**src/pkg/audio_clock_pkg.sv**
```systemverilog
// Constants and carrier types for the field-locked audio clock generator.
`default_nettype none

package audio_clock_pkg;

  // ----------------------------------------
  // Register indices; byte address is four times the index.
  // ----------------------------------------
  localparam logic [5:0] IDX_CPF_LOW   = 6'h30;
  localparam logic [5:0] IDX_CPF_MID   = 6'h31;
  localparam logic [5:0] IDX_CPF_HIGH  = 6'h32;
  localparam logic [5:0] IDX_INC_LOW   = 6'h34;
  localparam logic [5:0] IDX_INC_MID   = 6'h35;
  localparam logic [5:0] IDX_INC_HIGH  = 6'h36;
  localparam logic [5:0] IDX_BIT_DIV   = 6'h38;
  localparam logic [5:0] IDX_CHAN_DIV  = 6'h39;
  localparam logic [5:0] IDX_CONTROL   = 6'h3a;
  localparam logic [5:0] IDX_STATUS    = 6'h3b;

  // ----------------------------------------
  // Field widths and control bit positions.
  // ----------------------------------------
  localparam int unsigned CPF_W        = 18;
  localparam int unsigned INC_W        = 22;
  localparam int unsigned ACC_W        = 23;
  localparam int unsigned DIV_W        = 6;
  localparam int unsigned TRIM_W       = 12;
  localparam int unsigned LOOP_OPEN_BIT = 3;
  localparam int unsigned VREF_SEL_BIT  = 2;
  localparam int unsigned CHAN_PH_BIT   = 1;
  localparam int unsigned BIT_PH_BIT    = 0;

  // ----------------------------------------
  // Reset values and loop limits.
  // ----------------------------------------
  localparam logic [17:0] CPF_RESET     = 18'h00000;
  localparam logic [21:0] INC_RESET     = 22'h000000;
  localparam logic [5:0]  DIV_RESET     = 6'h00;
  localparam logic [3:0]  CONTROL_RESET = 4'h0;
  localparam logic signed [11:0] TRIM_MAX = 12'sh3ff;
  localparam logic signed [11:0] TRIM_MIN = -12'sh3ff;

  // AXI response codes.
  localparam logic [1:0] RESP_OKAY   = 2'b00;
  localparam logic [1:0] RESP_SLVERR = 2'b10;

  // Configuration handed to the serial clock divider.
  typedef struct packed {
    logic [5:0] bit_clock_divider;
    logic [5:0] channel_clock_divider;
    logic       channel_clock_phase;
    logic       bit_clock_phase;
  } div_cfg_t;

  // Complete state of the serial clock divider.
  typedef struct packed {
    logic       in_prev;
    logic       bit_clk;
    logic [5:0] bit_cnt;
    logic       chan_clk;
    logic [5:0] chan_cnt;
  } div_state_t;

  // Complete state of the generator and its register slave.
  typedef struct packed {
    logic               aw_got;
    logic [5:0]         aw_idx;
    logic               w_got;
    logic [7:0]         w_data;
    logic               w_en;
    logic               bvalid;
    logic [1:0]         bresp;
    logic               rvalid;
    logic [7:0]         rdata;
    logic [1:0]         rresp;
    logic [17:0]        cpf;
    logic [21:0]        inc;
    logic [5:0]         bdiv;
    logic [5:0]         cdiv;
    logic [3:0]         ctrl;
    logic [22:0]        acc;
    logic               mclk_prev;
    logic [17:0]        count;
    logic               vref_prev;
    logic signed [11:0] trim;
    logic               locked;
    logic               field_seen;
  } gen_state_t;

endpackage : audio_clock_pkg

`default_nettype wire

```
**src/logic/audio_serial_clock_div.sv**
```systemverilog
// Divider that makes the serial bit clock and channel clock.
`timescale 1ns/100ps
`default_nettype none

module audio_serial_clock_div (
  input  wire logic                      aclk,
  input  wire logic                      aresetn,
  input  wire audio_clock_pkg::div_cfg_t cfg,
  input  wire logic                      master_audio_clock_in,
  output logic                           serial_bit_clock,
  output logic                           channel_select_clock
);

  audio_clock_pkg::div_state_t s_q;
  audio_clock_pkg::div_state_t s_d;
  logic                        in_edge;
  logic                        bit_toggle;
  logic                        bit_edge;

  // ----------------------------------------
  // Next state.
  // ----------------------------------------

  // Edges of the master input are seen at the clock rate, so the input
  // must stay below half of it.
  always_comb
  begin
    s_d        = s_q;
    s_d.in_prev = master_audio_clock_in;
    in_edge    = cfg.bit_clock_phase ?
                 (master_audio_clock_in & ~s_q.in_prev) :
                 (~master_audio_clock_in & s_q.in_prev);
    bit_toggle = 1'b0;
    if (in_edge)
    begin
      if (s_q.bit_cnt >= cfg.bit_clock_divider)
      begin
        s_d.bit_cnt = 6'h00;
        bit_toggle  = 1'b1;
      end
      else
      begin
        s_d.bit_cnt = s_q.bit_cnt + 6'h01;
      end
    end
    if (bit_toggle)
    begin
      s_d.bit_clk = ~s_q.bit_clk;
    end
    bit_edge = bit_toggle &
               (cfg.channel_clock_phase ? ~s_q.bit_clk : s_q.bit_clk);
    if (bit_edge && (cfg.channel_clock_divider != 6'h00))
    begin
      if (s_q.chan_cnt >= cfg.channel_clock_divider - 6'h01)
      begin
        s_d.chan_cnt = 6'h00;
        s_d.chan_clk = ~s_q.chan_clk;
      end
      else
      begin
        s_d.chan_cnt = s_q.chan_cnt + 6'h01;
      end
    end
  end

  // State register.
  always_ff @(posedge aclk)
  begin
    if (!aresetn)
    begin
      s_q <= '0;
    end
    else
    begin
      s_q <= s_d;
    end
  end

  assign serial_bit_clock     = s_q.bit_clk;
  assign channel_select_clock = s_q.chan_clk;

endmodule : audio_serial_clock_div

`default_nettype wire

```
**src/logic/field_locked_audio_clock_gen.sv**
```systemverilog
// Field-locked audio master clock synthesizer with AXI4-Lite registers.
`timescale 1ns/100ps
`default_nettype none

module field_locked_audio_clock_gen (
  input  wire logic        aclk,
  input  wire logic        aresetn,
  input  wire logic [7:0]  s_axi_awaddr,
  input  wire logic [2:0]  s_axi_awprot,
  input  wire logic        s_axi_awvalid,
  output logic             s_axi_awready,
  input  wire logic [31:0] s_axi_wdata,
  input  wire logic [3:0]  s_axi_wstrb,
  input  wire logic        s_axi_wvalid,
  output logic             s_axi_wready,
  output logic [1:0]       s_axi_bresp,
  output logic             s_axi_bvalid,
  input  wire logic        s_axi_bready,
  input  wire logic [7:0]  s_axi_araddr,
  input  wire logic [2:0]  s_axi_arprot,
  input  wire logic        s_axi_arvalid,
  output logic             s_axi_arready,
  output logic [31:0]      s_axi_rdata,
  output logic [1:0]       s_axi_rresp,
  output logic             s_axi_rvalid,
  input  wire logic        s_axi_rready,
  input  wire logic        internal_vertical,
  input  wire logic        external_vertical,
  output logic             master_audio_clock_out,
  input  wire logic        master_audio_clock_in,
  output logic             serial_bit_clock,
  output logic             channel_select_clock
);

  audio_clock_pkg::gen_state_t s_q;
  audio_clock_pkg::gen_state_t s_d;
  audio_clock_pkg::div_cfg_t   cfg;
  logic                        aw_take;
  logic                        w_take;
  logic                        ar_take;
  logic [5:0]                  ar_idx;
  logic [7:0]                  rd_val;
  logic                        rd_hit;
  logic                        wr_hit;
  logic [22:0]                 inc_eff;
  logic                        mclk_rise;
  logic                        vref;
  logic                        field_edge;

  // ----------------------------------------
  // Register bus handshakes
  // ----------------------------------------

  // Address and data are taken in either order; a new write waits for the
  // previous response to be accepted.
  assign s_axi_awready = ~s_q.aw_got & ~s_q.bvalid;
  assign s_axi_wready  = ~s_q.w_got & ~s_q.bvalid;
  assign s_axi_arready = ~s_q.rvalid;
  assign aw_take       = s_axi_awvalid & s_axi_awready;
  assign w_take        = s_axi_wvalid & s_axi_wready;
  assign ar_take       = s_axi_arvalid & s_axi_arready;
  assign ar_idx        = s_axi_araddr[7:2];

  // ----------------------------------------
  // Read decode
  // ----------------------------------------

  // Unmapped indices read as zero with an error response.
  always_comb
  begin
    rd_hit = 1'b1;
    rd_val = 8'h00;
    if (ar_idx == audio_clock_pkg::IDX_CPF_LOW)
    begin
      rd_val = s_q.cpf[7:0];
    end
    else if (ar_idx == audio_clock_pkg::IDX_CPF_MID)
    begin
      rd_val = s_q.cpf[15:8];
    end
    else if (ar_idx == audio_clock_pkg::IDX_CPF_HIGH)
    begin
      rd_val = {6'h00, s_q.cpf[17:16]};
    end
    else if (ar_idx == audio_clock_pkg::IDX_INC_LOW)
    begin
      rd_val = s_q.inc[7:0];
    end
    else if (ar_idx == audio_clock_pkg::IDX_INC_MID)
    begin
      rd_val = s_q.inc[15:8];
    end
    else if (ar_idx == audio_clock_pkg::IDX_INC_HIGH)
    begin
      rd_val = {2'h0, s_q.inc[21:16]};
    end
    else if (ar_idx == audio_clock_pkg::IDX_BIT_DIV)
    begin
      rd_val = {2'h0, s_q.bdiv};
    end
    else if (ar_idx == audio_clock_pkg::IDX_CHAN_DIV)
    begin
      rd_val = {2'h0, s_q.cdiv};
    end
    else if (ar_idx == audio_clock_pkg::IDX_CONTROL)
    begin
      rd_val = {4'h0, s_q.ctrl};
    end
    else if (ar_idx == audio_clock_pkg::IDX_STATUS)
    begin
      rd_val = {5'h00, (s_q.trim == audio_clock_pkg::TRIM_MAX) |
                       (s_q.trim == audio_clock_pkg::TRIM_MIN),
                s_q.field_seen, s_q.locked};
    end
    else
    begin
      rd_hit = 1'b0;
    end
  end

  // Write decode of the captured index; the status word is read only.
  always_comb
  begin
    wr_hit = 1'b1;
    if ((s_q.aw_idx == audio_clock_pkg::IDX_CPF_LOW) ||
        (s_q.aw_idx == audio_clock_pkg::IDX_CPF_MID) ||
        (s_q.aw_idx == audio_clock_pkg::IDX_CPF_HIGH) ||
        (s_q.aw_idx == audio_clock_pkg::IDX_INC_LOW) ||
        (s_q.aw_idx == audio_clock_pkg::IDX_INC_MID) ||
        (s_q.aw_idx == audio_clock_pkg::IDX_INC_HIGH) ||
        (s_q.aw_idx == audio_clock_pkg::IDX_BIT_DIV) ||
        (s_q.aw_idx == audio_clock_pkg::IDX_CHAN_DIV) ||
        (s_q.aw_idx == audio_clock_pkg::IDX_CONTROL))
    begin
      wr_hit = 1'b1;
    end
    else
    begin
      wr_hit = 1'b0;
    end
  end

  // ----------------------------------------
  // Synthesizer terms
  // ----------------------------------------

  // The trim is added on top of the programmed increment; with the loop
  // open it is held at zero.
  assign inc_eff = {1'b0, s_q.inc} + {{11{s_q.trim[11]}}, s_q.trim};
  assign mclk_rise = s_q.acc[22] & ~s_q.mclk_prev;
  assign vref = s_q.ctrl[audio_clock_pkg::VREF_SEL_BIT] ?
                external_vertical : internal_vertical;
  assign field_edge = vref & ~s_q.vref_prev;

  // ----------------------------------------
  // Next state
  // ----------------------------------------

  always_comb
  begin
    s_d = s_q;

    // Write channel capture.
    if (aw_take)
    begin
      s_d.aw_got = 1'b1;
      s_d.aw_idx = s_axi_awaddr[7:2];
    end
    if (w_take)
    begin
      s_d.w_got  = 1'b1;
      s_d.w_data = s_axi_wdata[7:0];
      s_d.w_en   = s_axi_wstrb[0];
    end

    // Commit a write once both halves are held.
    if (s_q.aw_got && s_q.w_got)
    begin
      s_d.aw_got = 1'b0;
      s_d.w_got  = 1'b0;
      s_d.bvalid = 1'b1;
      s_d.bresp  = wr_hit ? audio_clock_pkg::RESP_OKAY :
                            audio_clock_pkg::RESP_SLVERR;
      if (s_q.w_en)
      begin
        case (s_q.aw_idx)
          audio_clock_pkg::IDX_CPF_LOW:  s_d.cpf[7:0]   = s_q.w_data;
          audio_clock_pkg::IDX_CPF_MID:  s_d.cpf[15:8]  = s_q.w_data;
          audio_clock_pkg::IDX_CPF_HIGH: s_d.cpf[17:16] = s_q.w_data[1:0];
          audio_clock_pkg::IDX_INC_LOW:  s_d.inc[7:0]   = s_q.w_data;
          audio_clock_pkg::IDX_INC_MID:  s_d.inc[15:8]  = s_q.w_data;
          audio_clock_pkg::IDX_INC_HIGH: s_d.inc[21:16] = s_q.w_data[5:0];
          audio_clock_pkg::IDX_BIT_DIV:  s_d.bdiv       = s_q.w_data[5:0];
          audio_clock_pkg::IDX_CHAN_DIV: s_d.cdiv       = s_q.w_data[5:0];
          audio_clock_pkg::IDX_CONTROL:  s_d.ctrl       = s_q.w_data[3:0];
          default: s_d.ctrl = s_q.ctrl;
        endcase
      end
    end
    else if (s_q.bvalid && s_axi_bready)
    begin
      s_d.bvalid = 1'b0;
    end

    // Read channel.
    if (ar_take)
    begin
      s_d.rvalid = 1'b1;
      s_d.rdata  = rd_val;
      s_d.rresp  = rd_hit ? audio_clock_pkg::RESP_OKAY :
                            audio_clock_pkg::RESP_SLVERR;
    end
    else if (s_q.rvalid && s_axi_rready)
    begin
      s_d.rvalid = 1'b0;
    end

    // Phase accumulator, clocked by the crystal reference clock.
    s_d.acc       = s_q.acc + inc_eff;
    s_d.mclk_prev = s_q.acc[22];
    s_d.vref_prev = vref;

    // Count master clocks per field and steer the trim once per field.
    if (field_edge)
    begin
      s_d.count      = {17'h00000, mclk_rise};
      s_d.field_seen = 1'b1;
      s_d.locked     = (s_q.count == s_q.cpf);
      if (s_q.ctrl[audio_clock_pkg::LOOP_OPEN_BIT])
      begin
        s_d.trim = '0;
      end
      else if (s_q.field_seen && (s_q.count < s_q.cpf) &&
               (s_q.trim != audio_clock_pkg::TRIM_MAX))
      begin
        s_d.trim = s_q.trim + 12'sd1;
      end
      else if (s_q.field_seen && (s_q.count > s_q.cpf) &&
               (s_q.trim != audio_clock_pkg::TRIM_MIN))
      begin
        s_d.trim = s_q.trim - 12'sd1;
      end
    end
    else if (mclk_rise && (s_q.count != 18'h3ffff))
    begin
      s_d.count = s_q.count + 18'h00001;
    end

    // An open loop runs on the nominal increment alone, from the next cycle on.
    if (s_q.ctrl[audio_clock_pkg::LOOP_OPEN_BIT])
    begin
      s_d.trim = '0;
    end
  end

  // ----------------------------------------
  // State register
  // ----------------------------------------

  always_ff @(posedge aclk)
  begin
    if (!aresetn)
    begin
      s_q      <= '0;
      s_q.cpf  <= audio_clock_pkg::CPF_RESET;
      s_q.inc  <= audio_clock_pkg::INC_RESET;
      s_q.bdiv <= audio_clock_pkg::DIV_RESET;
      s_q.cdiv <= audio_clock_pkg::DIV_RESET;
      s_q.ctrl <= audio_clock_pkg::CONTROL_RESET;
    end
    else
    begin
      s_q <= s_d;
    end
  end

  // ----------------------------------------
  // Outputs and serial clock divider
  // ----------------------------------------

  assign s_axi_bvalid = s_q.bvalid;
  assign s_axi_bresp  = s_q.bresp;
  assign s_axi_rvalid = s_q.rvalid;
  assign s_axi_rresp  = s_q.rresp;
  assign s_axi_rdata  = {24'h000000, s_q.rdata};
  assign master_audio_clock_out = s_q.acc[22]; // Top accumulator bit.

  // Divider configuration gathered from the registers.
  assign cfg = {s_q.bdiv,
                s_q.cdiv,
                s_q.ctrl[audio_clock_pkg::CHAN_PH_BIT],
                s_q.ctrl[audio_clock_pkg::BIT_PH_BIT]};

  audio_serial_clock_div u_div (
    .aclk                  (aclk),
    .aresetn               (aresetn),
    .cfg                   (cfg),
    .master_audio_clock_in (master_audio_clock_in),
    .serial_bit_clock      (serial_bit_clock),
    .channel_select_clock  (channel_select_clock)
  );

endmodule : field_locked_audio_clock_gen

`default_nettype wire

```
**config.mk**
```make
export PLATFORM = sky130hd
export DESIGN_NAME = field_locked_audio_clock_gen
export DESIGN_NICKNAME = d
export VERILOG_FILES = /design/src/pkg/audio_clock_pkg.sv /design/src/logic/audio_serial_clock_div.sv /design/src/logic/field_locked_audio_clock_gen.sv
export SDC_FILE = /design/constraint.sdc
export NUM_CORES = 1
export LEC_CHECK = 0
export ABC_AREA = 0
export BUFFER_PORTS_ARGS = -buffer_cell sky130_fd_sc_hd__buf_4
export CORE_ASPECT_RATIO = 1.2
export CORE_MARGIN = 5
export CORE_UTILIZATION = 38
export DETAILED_ROUTE_END_ITERATION = 16
export GPL_ROUTABILITY_DRIVEN = 0
export GPL_TIMING_DRIVEN = 1
export SLEW_MARGIN = 5
export SYNTH_ARGS = -nofsm -noshare
export SYNTH_HDL_FRONTEND = slang
export SYNTH_SLANG_ARGS = --single-unit
```
**constraint.sdc**
```tcl
create_clock -name aclk -period 5.97 [get_ports aclk]
set_input_delay 0.2985 -clock aclk [delete_from_list [all_inputs] [get_ports aclk]]
set_output_delay 0.2985 -clock aclk [all_outputs]
set_load 0.05 [all_outputs]
```
* Word-level counts from Yosys, hierarchy flattened
Index checks and enable logic that the tools add are counted.
** Operators by class
- $add $sub $neg :: 8
- $lt $le $gt $ge :: 4
- Equal/unequal tests :: 25
- Muxes and demuxes :: 39
- Bitwise gates (word level) :: 22
- Reductions and logical operators :: 36
** Operators by type and width (number)
- $eq 6x6->1 const B :: 19
- $mux 8 :: 5
- $mux 12 :: 3
- $mux 6 :: 5
- $reduce_and 3->1 :: 9
- $eq 12x11->1 const B :: 2
- $ne 12x11->1 const B :: 2
- $add 22x23->23 :: 1
- $add 23x23->23 :: 1
- $mux 1 :: 22
- $add 18x1->18 const B :: 1
- $eq 18x18->1 :: 1
- $gt 18x18->1 :: 1
- $lt 18x18->1 :: 1
- $ne 18x18->1 const B :: 1
- $add 12x2->12 const B :: 1
- $add 6x1->6 const B :: 2
- $ge 6x6->1 :: 2
- $sub 12x2->12 const B :: 1
- $not 1->1 :: 11
- $and 1x1->1 :: 10
- $logic_and 1x1->1 :: 9
- $logic_or 1x1->1 :: 8
- $reduce_bool 2->1 :: 3
- other kinds (9) :: 13
** Word-level totals
- Bits in registers :: 159
- Input port bits :: 68
- Output and inout bits :: 44
- Logic and storage cells :: 166

* Longest topological paths before layout
- Depth after elaboration :: 12
- Mapped depth :: 15
- Gate-level depth less buffers :: 15

* Cells and area by module
A second synthesis with hierarchy kept.
** Second synthesis, totals
- Cell total of the unflattened synthesis :: 1077
- Area, all modules :: 9489.1 sq um
** Modules (own cells, without submodules)
- field_locked_audio_clock_gen :: instances 1, cells an instance 954, area an instance 8400.6 sq um, sequential area each 2842.7 sq um
- audio_serial_clock_div :: instances 1, cells an instance 123, area an instance 1088.5 sq um, sequential area each 300.3 sq um

* Least setup slack after synthesis
No wires, ideal clock.
- Path type :: flip-flop to flip-flop
- From :: reg s_q[103] in the netlist's numbering
- To :: reg s_q[13] in the netlist's numbering
- Library setup time :: 129 ps
- Arrival time :: 3500 ps
- Required time :: 5841 ps
- Setup slack :: 2340 ps
- Stages on the path, launching flop included :: 16
- Buffers on the path :: 0
- Cells stage by stage :: dfxtp_1 inv_1 ha_1 a21o_1 a21oi_1 or4b_4 a211oi_2 inv_1 ha_1 a211oi_1 o21ai_0 a31oi_1 o21ai_0 and3_1 o22ai_1 o211ai_1
** On the way
- Longest elaborated chain between the ends :: 5
- Elaborated cells on any way between the ends :: 10
- Classes of those cells :: 2 x order compare; 2 x mux; 6 x reduce/logical
** Ends and longest elaborated chain
- start, declared :: RTL line field_locked_audio_clock_gen.sv:35 : audio_clock_pkg::gen_state_t s_q;
- $lt 18x18->1 / $gt 18x18->1 (equally long branches) :: RTL line field_locked_audio_clock_gen.sv:233, field_locked_audio_clock_gen.sv:238
- $logic_and 1x1->1 (on tied branches) (2 in series) :: RTL line field_locked_audio_clock_gen.sv:233, field_locked_audio_clock_gen.sv:238
- $reduce_bool 3->1 (no line) / $mux 12 (equally long branches)
- $reduce_and 2->1 (no line) / $mux 12 (equally long branches)
Parallel ways exist; a longest one is shown, timed or not.
A chain may end at the register's enable or synchronous reset.

* Worst setup path after layout
Same ends and word-level chain as after synthesis.

==> flow_summary_export.csv <==
group,metric,value,unit
clock_tree,cts_tree,"built",
timing,fin_crit,4.372,ns
final_layout,nNetsFinal,1305,
timing,fin_skew,0.01053,ns
worst_setup_path,crit_path_max_fanout,11,
route,viasPerCell,5.305,
timing,slew_headroom,24.74,%
power_and_ir_drop,switching_share,26.00,%
final_layout,fillers,2510,
worst_setup_path,endpoint,"s_q[13]$_SDFFE_PP0P_",
clock_tree,clockBufferDepth,2,
yosys,async_reset_ff_share,0,%
worst_setup_path,cp_top_family,"compound AO/OA/AOI/OAI gates",
place,dpl.cell_count,1452,
die,die_width,154.9,um
final_layout,final_cell_mix,"dfxtp_1 (157), nor2_1 (144), nand2_1 (102), a21oi_1 (85), ha_1 (67)",
die,dieArea,28500,um^2
worst_setup_path,critPathRequiredTime,6.28,ns
clock_tree,insertion_delay,0.43,ns
timing,fmax,228.7,MHz
power_and_ir_drop,p_sw,603.5,uW
clock_tree,cts_buffers,17,
run_status,status,"complete, no violations",
grt,grt_pass1_vias,7546,
power_and_ir_drop,pwr-share-comb,7.9,%
worst_setup_path,crit_arrival,4.69,ns
die,initial_core_util,38.70,%
final_layout,final-seq-area,3143,um^2
final_layout,fin_cells,1484,
final_layout,final_common_cell,"dfxtp_1",
clock_tree,cts_hold_buf,0,
power_and_ir_drop,p_seq_share,46.8,%
clock_tree,cts_resized,0,
worst_setup_path,r2r_slack,1.60,ns
grt,grt_use_total,17.07,%
final_layout,diodes,0,
worst_hold_path,holdCritStartpoint,"s_axi_rready",
worst_setup_path,cp.depth,15,
route,drcViolationCount,0,
grt,grt_pass1_wl,39140,um
worst_setup_path,reg2reg_to,"s_q[13]$_SDFFE_PP0P_",
route,antenna_left,0,
route,route.vias.total,7873,
place,place_area,10030,um^2
clock_tree,clk_pin_slew,0.06,ns
power_and_ir_drop,p_clk_share,45.2,%
flow_run,cap_viol_max_count,0,
final_layout,final_util,42.82,%
route,wl,24180,um
power_and_ir_drop,intPower,1.717,mW
yosys,yosys_register_bits,157,
timing,fin_crit_sh,73.23,%
timing,rsz0062_at_grt,"no",
place,dp_hpwl,18210,um
worst_setup_path,cpMaxStageDelayCell,"or4b_4",
die,row_count,63,
worst_hold_path,hold_path_class,"primary input to flop",
grt,grt_max_degree,60,
timing,hold_violations,0,
power_and_ir_drop,p_leak,4.651,nW
route,drt-initial-drc-count,473,
yosys,synth_area_per_cell,8.485,um^2
worst_setup_path,worstPathCellList,"inv_1 -> ha_1 -> a21o_1 -> a21oi_1 -> or4b_4 -> a211oi_2 -> inv_1 -> ha_1 -> a211oi_1 -> o21ai_0 -> a31oi_1 -> o21ai_0 -> and3_1 -> o22ai_1 -> o211ai_1",
timing,slew_violations,0,
die,die_h,183.9,um
route,firstDrtPassIters,5,
yosys,ys.warnings.count,0,
timing,worstMarginPinSlew,1.114,ns
yosys,synth_cell_types,75,
place,io_buffer_count,48,
worst_setup_path,path_buf_inv,2,
grt,grt_overflow_total,0,
worst_setup_path,cp-startpoint,"s_q[103]$_SDFFE_PN0P_",
worst_setup_path,crit_path_end_kind,"flop",
timing,setup_tns,0,ns
yosys,ys.flop_type,"dfxtp_1",
yosys,synth-edff-count,0,
final_layout,fin_area,10600,um^2
grt,antenna_found_initial,0,
clock_tree,post_cts_buffers,0,
power_and_ir_drop,peakVddDrop,0.0001197,V
yosys,yosysSeqAreaShare,32.81,%
clock_tree,root_buffer,"clkbuf_16",
worst_setup_path,r2r-start,"s_q[103]$_SDFFE_PN0P_",
clock_tree,h-tree-depth,4,
final_layout,drive_gt1_share,8.456,%
worst_setup_path,rr_worst_depth,15,
clock_tree,cts_sinks,157,
worst_setup_path,cp_slowest_stage_delay,0.52,ns
route,wl_per_cell,16.29,um
timing,setup_viol,0,
worst_setup_path,cp-start-kind,"flop",
die,io_pins,112,
yosys,synthesis.instances,1129,
power_and_ir_drop,power_density,219.0,nW/um^2
worst_setup_path,crit_type,"flop to flop",
die,core,24750,um^2
final_layout,multi_input_area,5902,um^2
final_layout,area_growth_syn_to_layout,10.65,%
yosys,synthesis.area,9579,um^2
metrics by stage:
step	setup slack, ns	total power [mW]	hold slack, ns
after floorplan	2.340	1.253	0.3975
after global placement	1.694	1.293	0.4423
after detailed placement	1.693	1.295	0.4500
after CTS	1.661	2.341	0.03377
after global routing	1.230	2.400	0.04493
final	1.598	2.321	0.04946
state kept, by name, summed over array words and instances, names as in the netlist:
| register | cells |
|---|---|
| s_q | 115 |
| s_axi_rresp | 1 |
| s_axi_bresp | 1 |
| s_axi_rvalid | 1 |
| cfg | 14 |
| u_div.serial_bit_clock | 1 |
| master_audio_clock_out | 1 |
| s_axi_bvalid | 1 |
| s_axi_rdata | 8 |
| u_div.channel_select_clock | 1 |
| u_div.s_q | 13 |
layout make-up:
| cell class | instances | area share, % |
|---|---|---|
| clock buffers | 22 | 4.474 |
| clock inverters | 10 | 0.8500 |
| repair buffers | 51 | 3.612 |
| multi-input cells | 866 | 55.68 |
| flip-flops and latches | 157 | 29.65 |
| inverters | 53 | 1.889 |
| well taps | 325 | 3.837 |
cells by family (layout without fill, tap and decap cells):
| group | count (synthesis) | in the layout | synth area share [%] |
|---|---|---|---|
| simple gates | 399 | 399 | 19.40 |
| flops | 157 | 157 | 32.81 |
| xor+xnor | 46 | 46 | 4.206 |
| mux | 67 | 67 | 7.275 |
| fa+ha+maj | 91 | 91 | 13.77 |
| compound gates | 237 | 237 | 15.95 |
| other cells | 1 | 26 | 0.03915 |
| buf+inv | 131 | 136 | 6.557 |
cell usage after synthesis (all sizes together) (3+ instances only):
cell type,count,share of area (%)
o31ai,3,0.29
mux2i,64,6.7
a21boi,3,0.24
o21ai,49,2.6
a31oi,4,0.26
or3,8,0.52
nor3,15,0.78
nand3b,6,0.47
o2111ai,5,0.46
nor2b,10,0.65
o21a,7,0.55
o211ai,10,0.78
o32ai,3,0.27
o21bai,3,0.24
xnor2,19,1.7
nor4,5,0.39
dfxtp,157,33
ha,67,8.8
nand2b,13,0.85
fa,24,5.0
buf,40,3.0
a211oi,11,0.91
clkbuf,38,1.5
inv,53,2.1
and3,11,0.72
nand3,43,2.2
nand4,11,0.72
and2,13,0.86
o22ai,4,0.26
nor2,144,5.6
a2111oi,3,0.27
a21oi,85,4.4
xor2,27,2.5
or2,3,0.20
a21o,19,1.5
nand2,102,4.0
nor3b,6,0.47
a22oi,5,0.39
power groups by stage:
stage,Clock [mW],Combinational (mW),Sequential (mW)
finish,1.05,0.184,1.09
global placement,0,0.184,1.11
global route,1.11,0.199,1.09
floorplan,0,0.154,1.10
detailed placement,0,0.185,1.11
CTS,1.07,0.185,1.09
worst min path at each step:
stage | endpoint | slack (ns) | cells past startpoint
after floorplan | s_axi_rvalid$_SDFFE_PN0P_ | 0.40 | 1
after global placement | s_q[105]$_SDFFE_PN0P_ | 0.44 | 2
after detailed placement | s_axi_rdata[3]$_SDFFE_PN0P_ | 0.45 | 2
after CTS | s_axi_rvalid$_SDFFE_PN0P_ | 0.03 | 2
after global routing | s_axi_rvalid$_SDFFE_PN0P_ | 0.04 | 2
final | s_axi_rvalid$_SDFFE_PN0P_ | 0.05 | 2
layer usage:
metal	wire, um	global-route usage (%)
met1	11060	21.56
met4	487	5.406
met2	11920	29.71
met5	0	0
met3	713	2.849
Note: power is estimated with default switching activity, not from simulation.
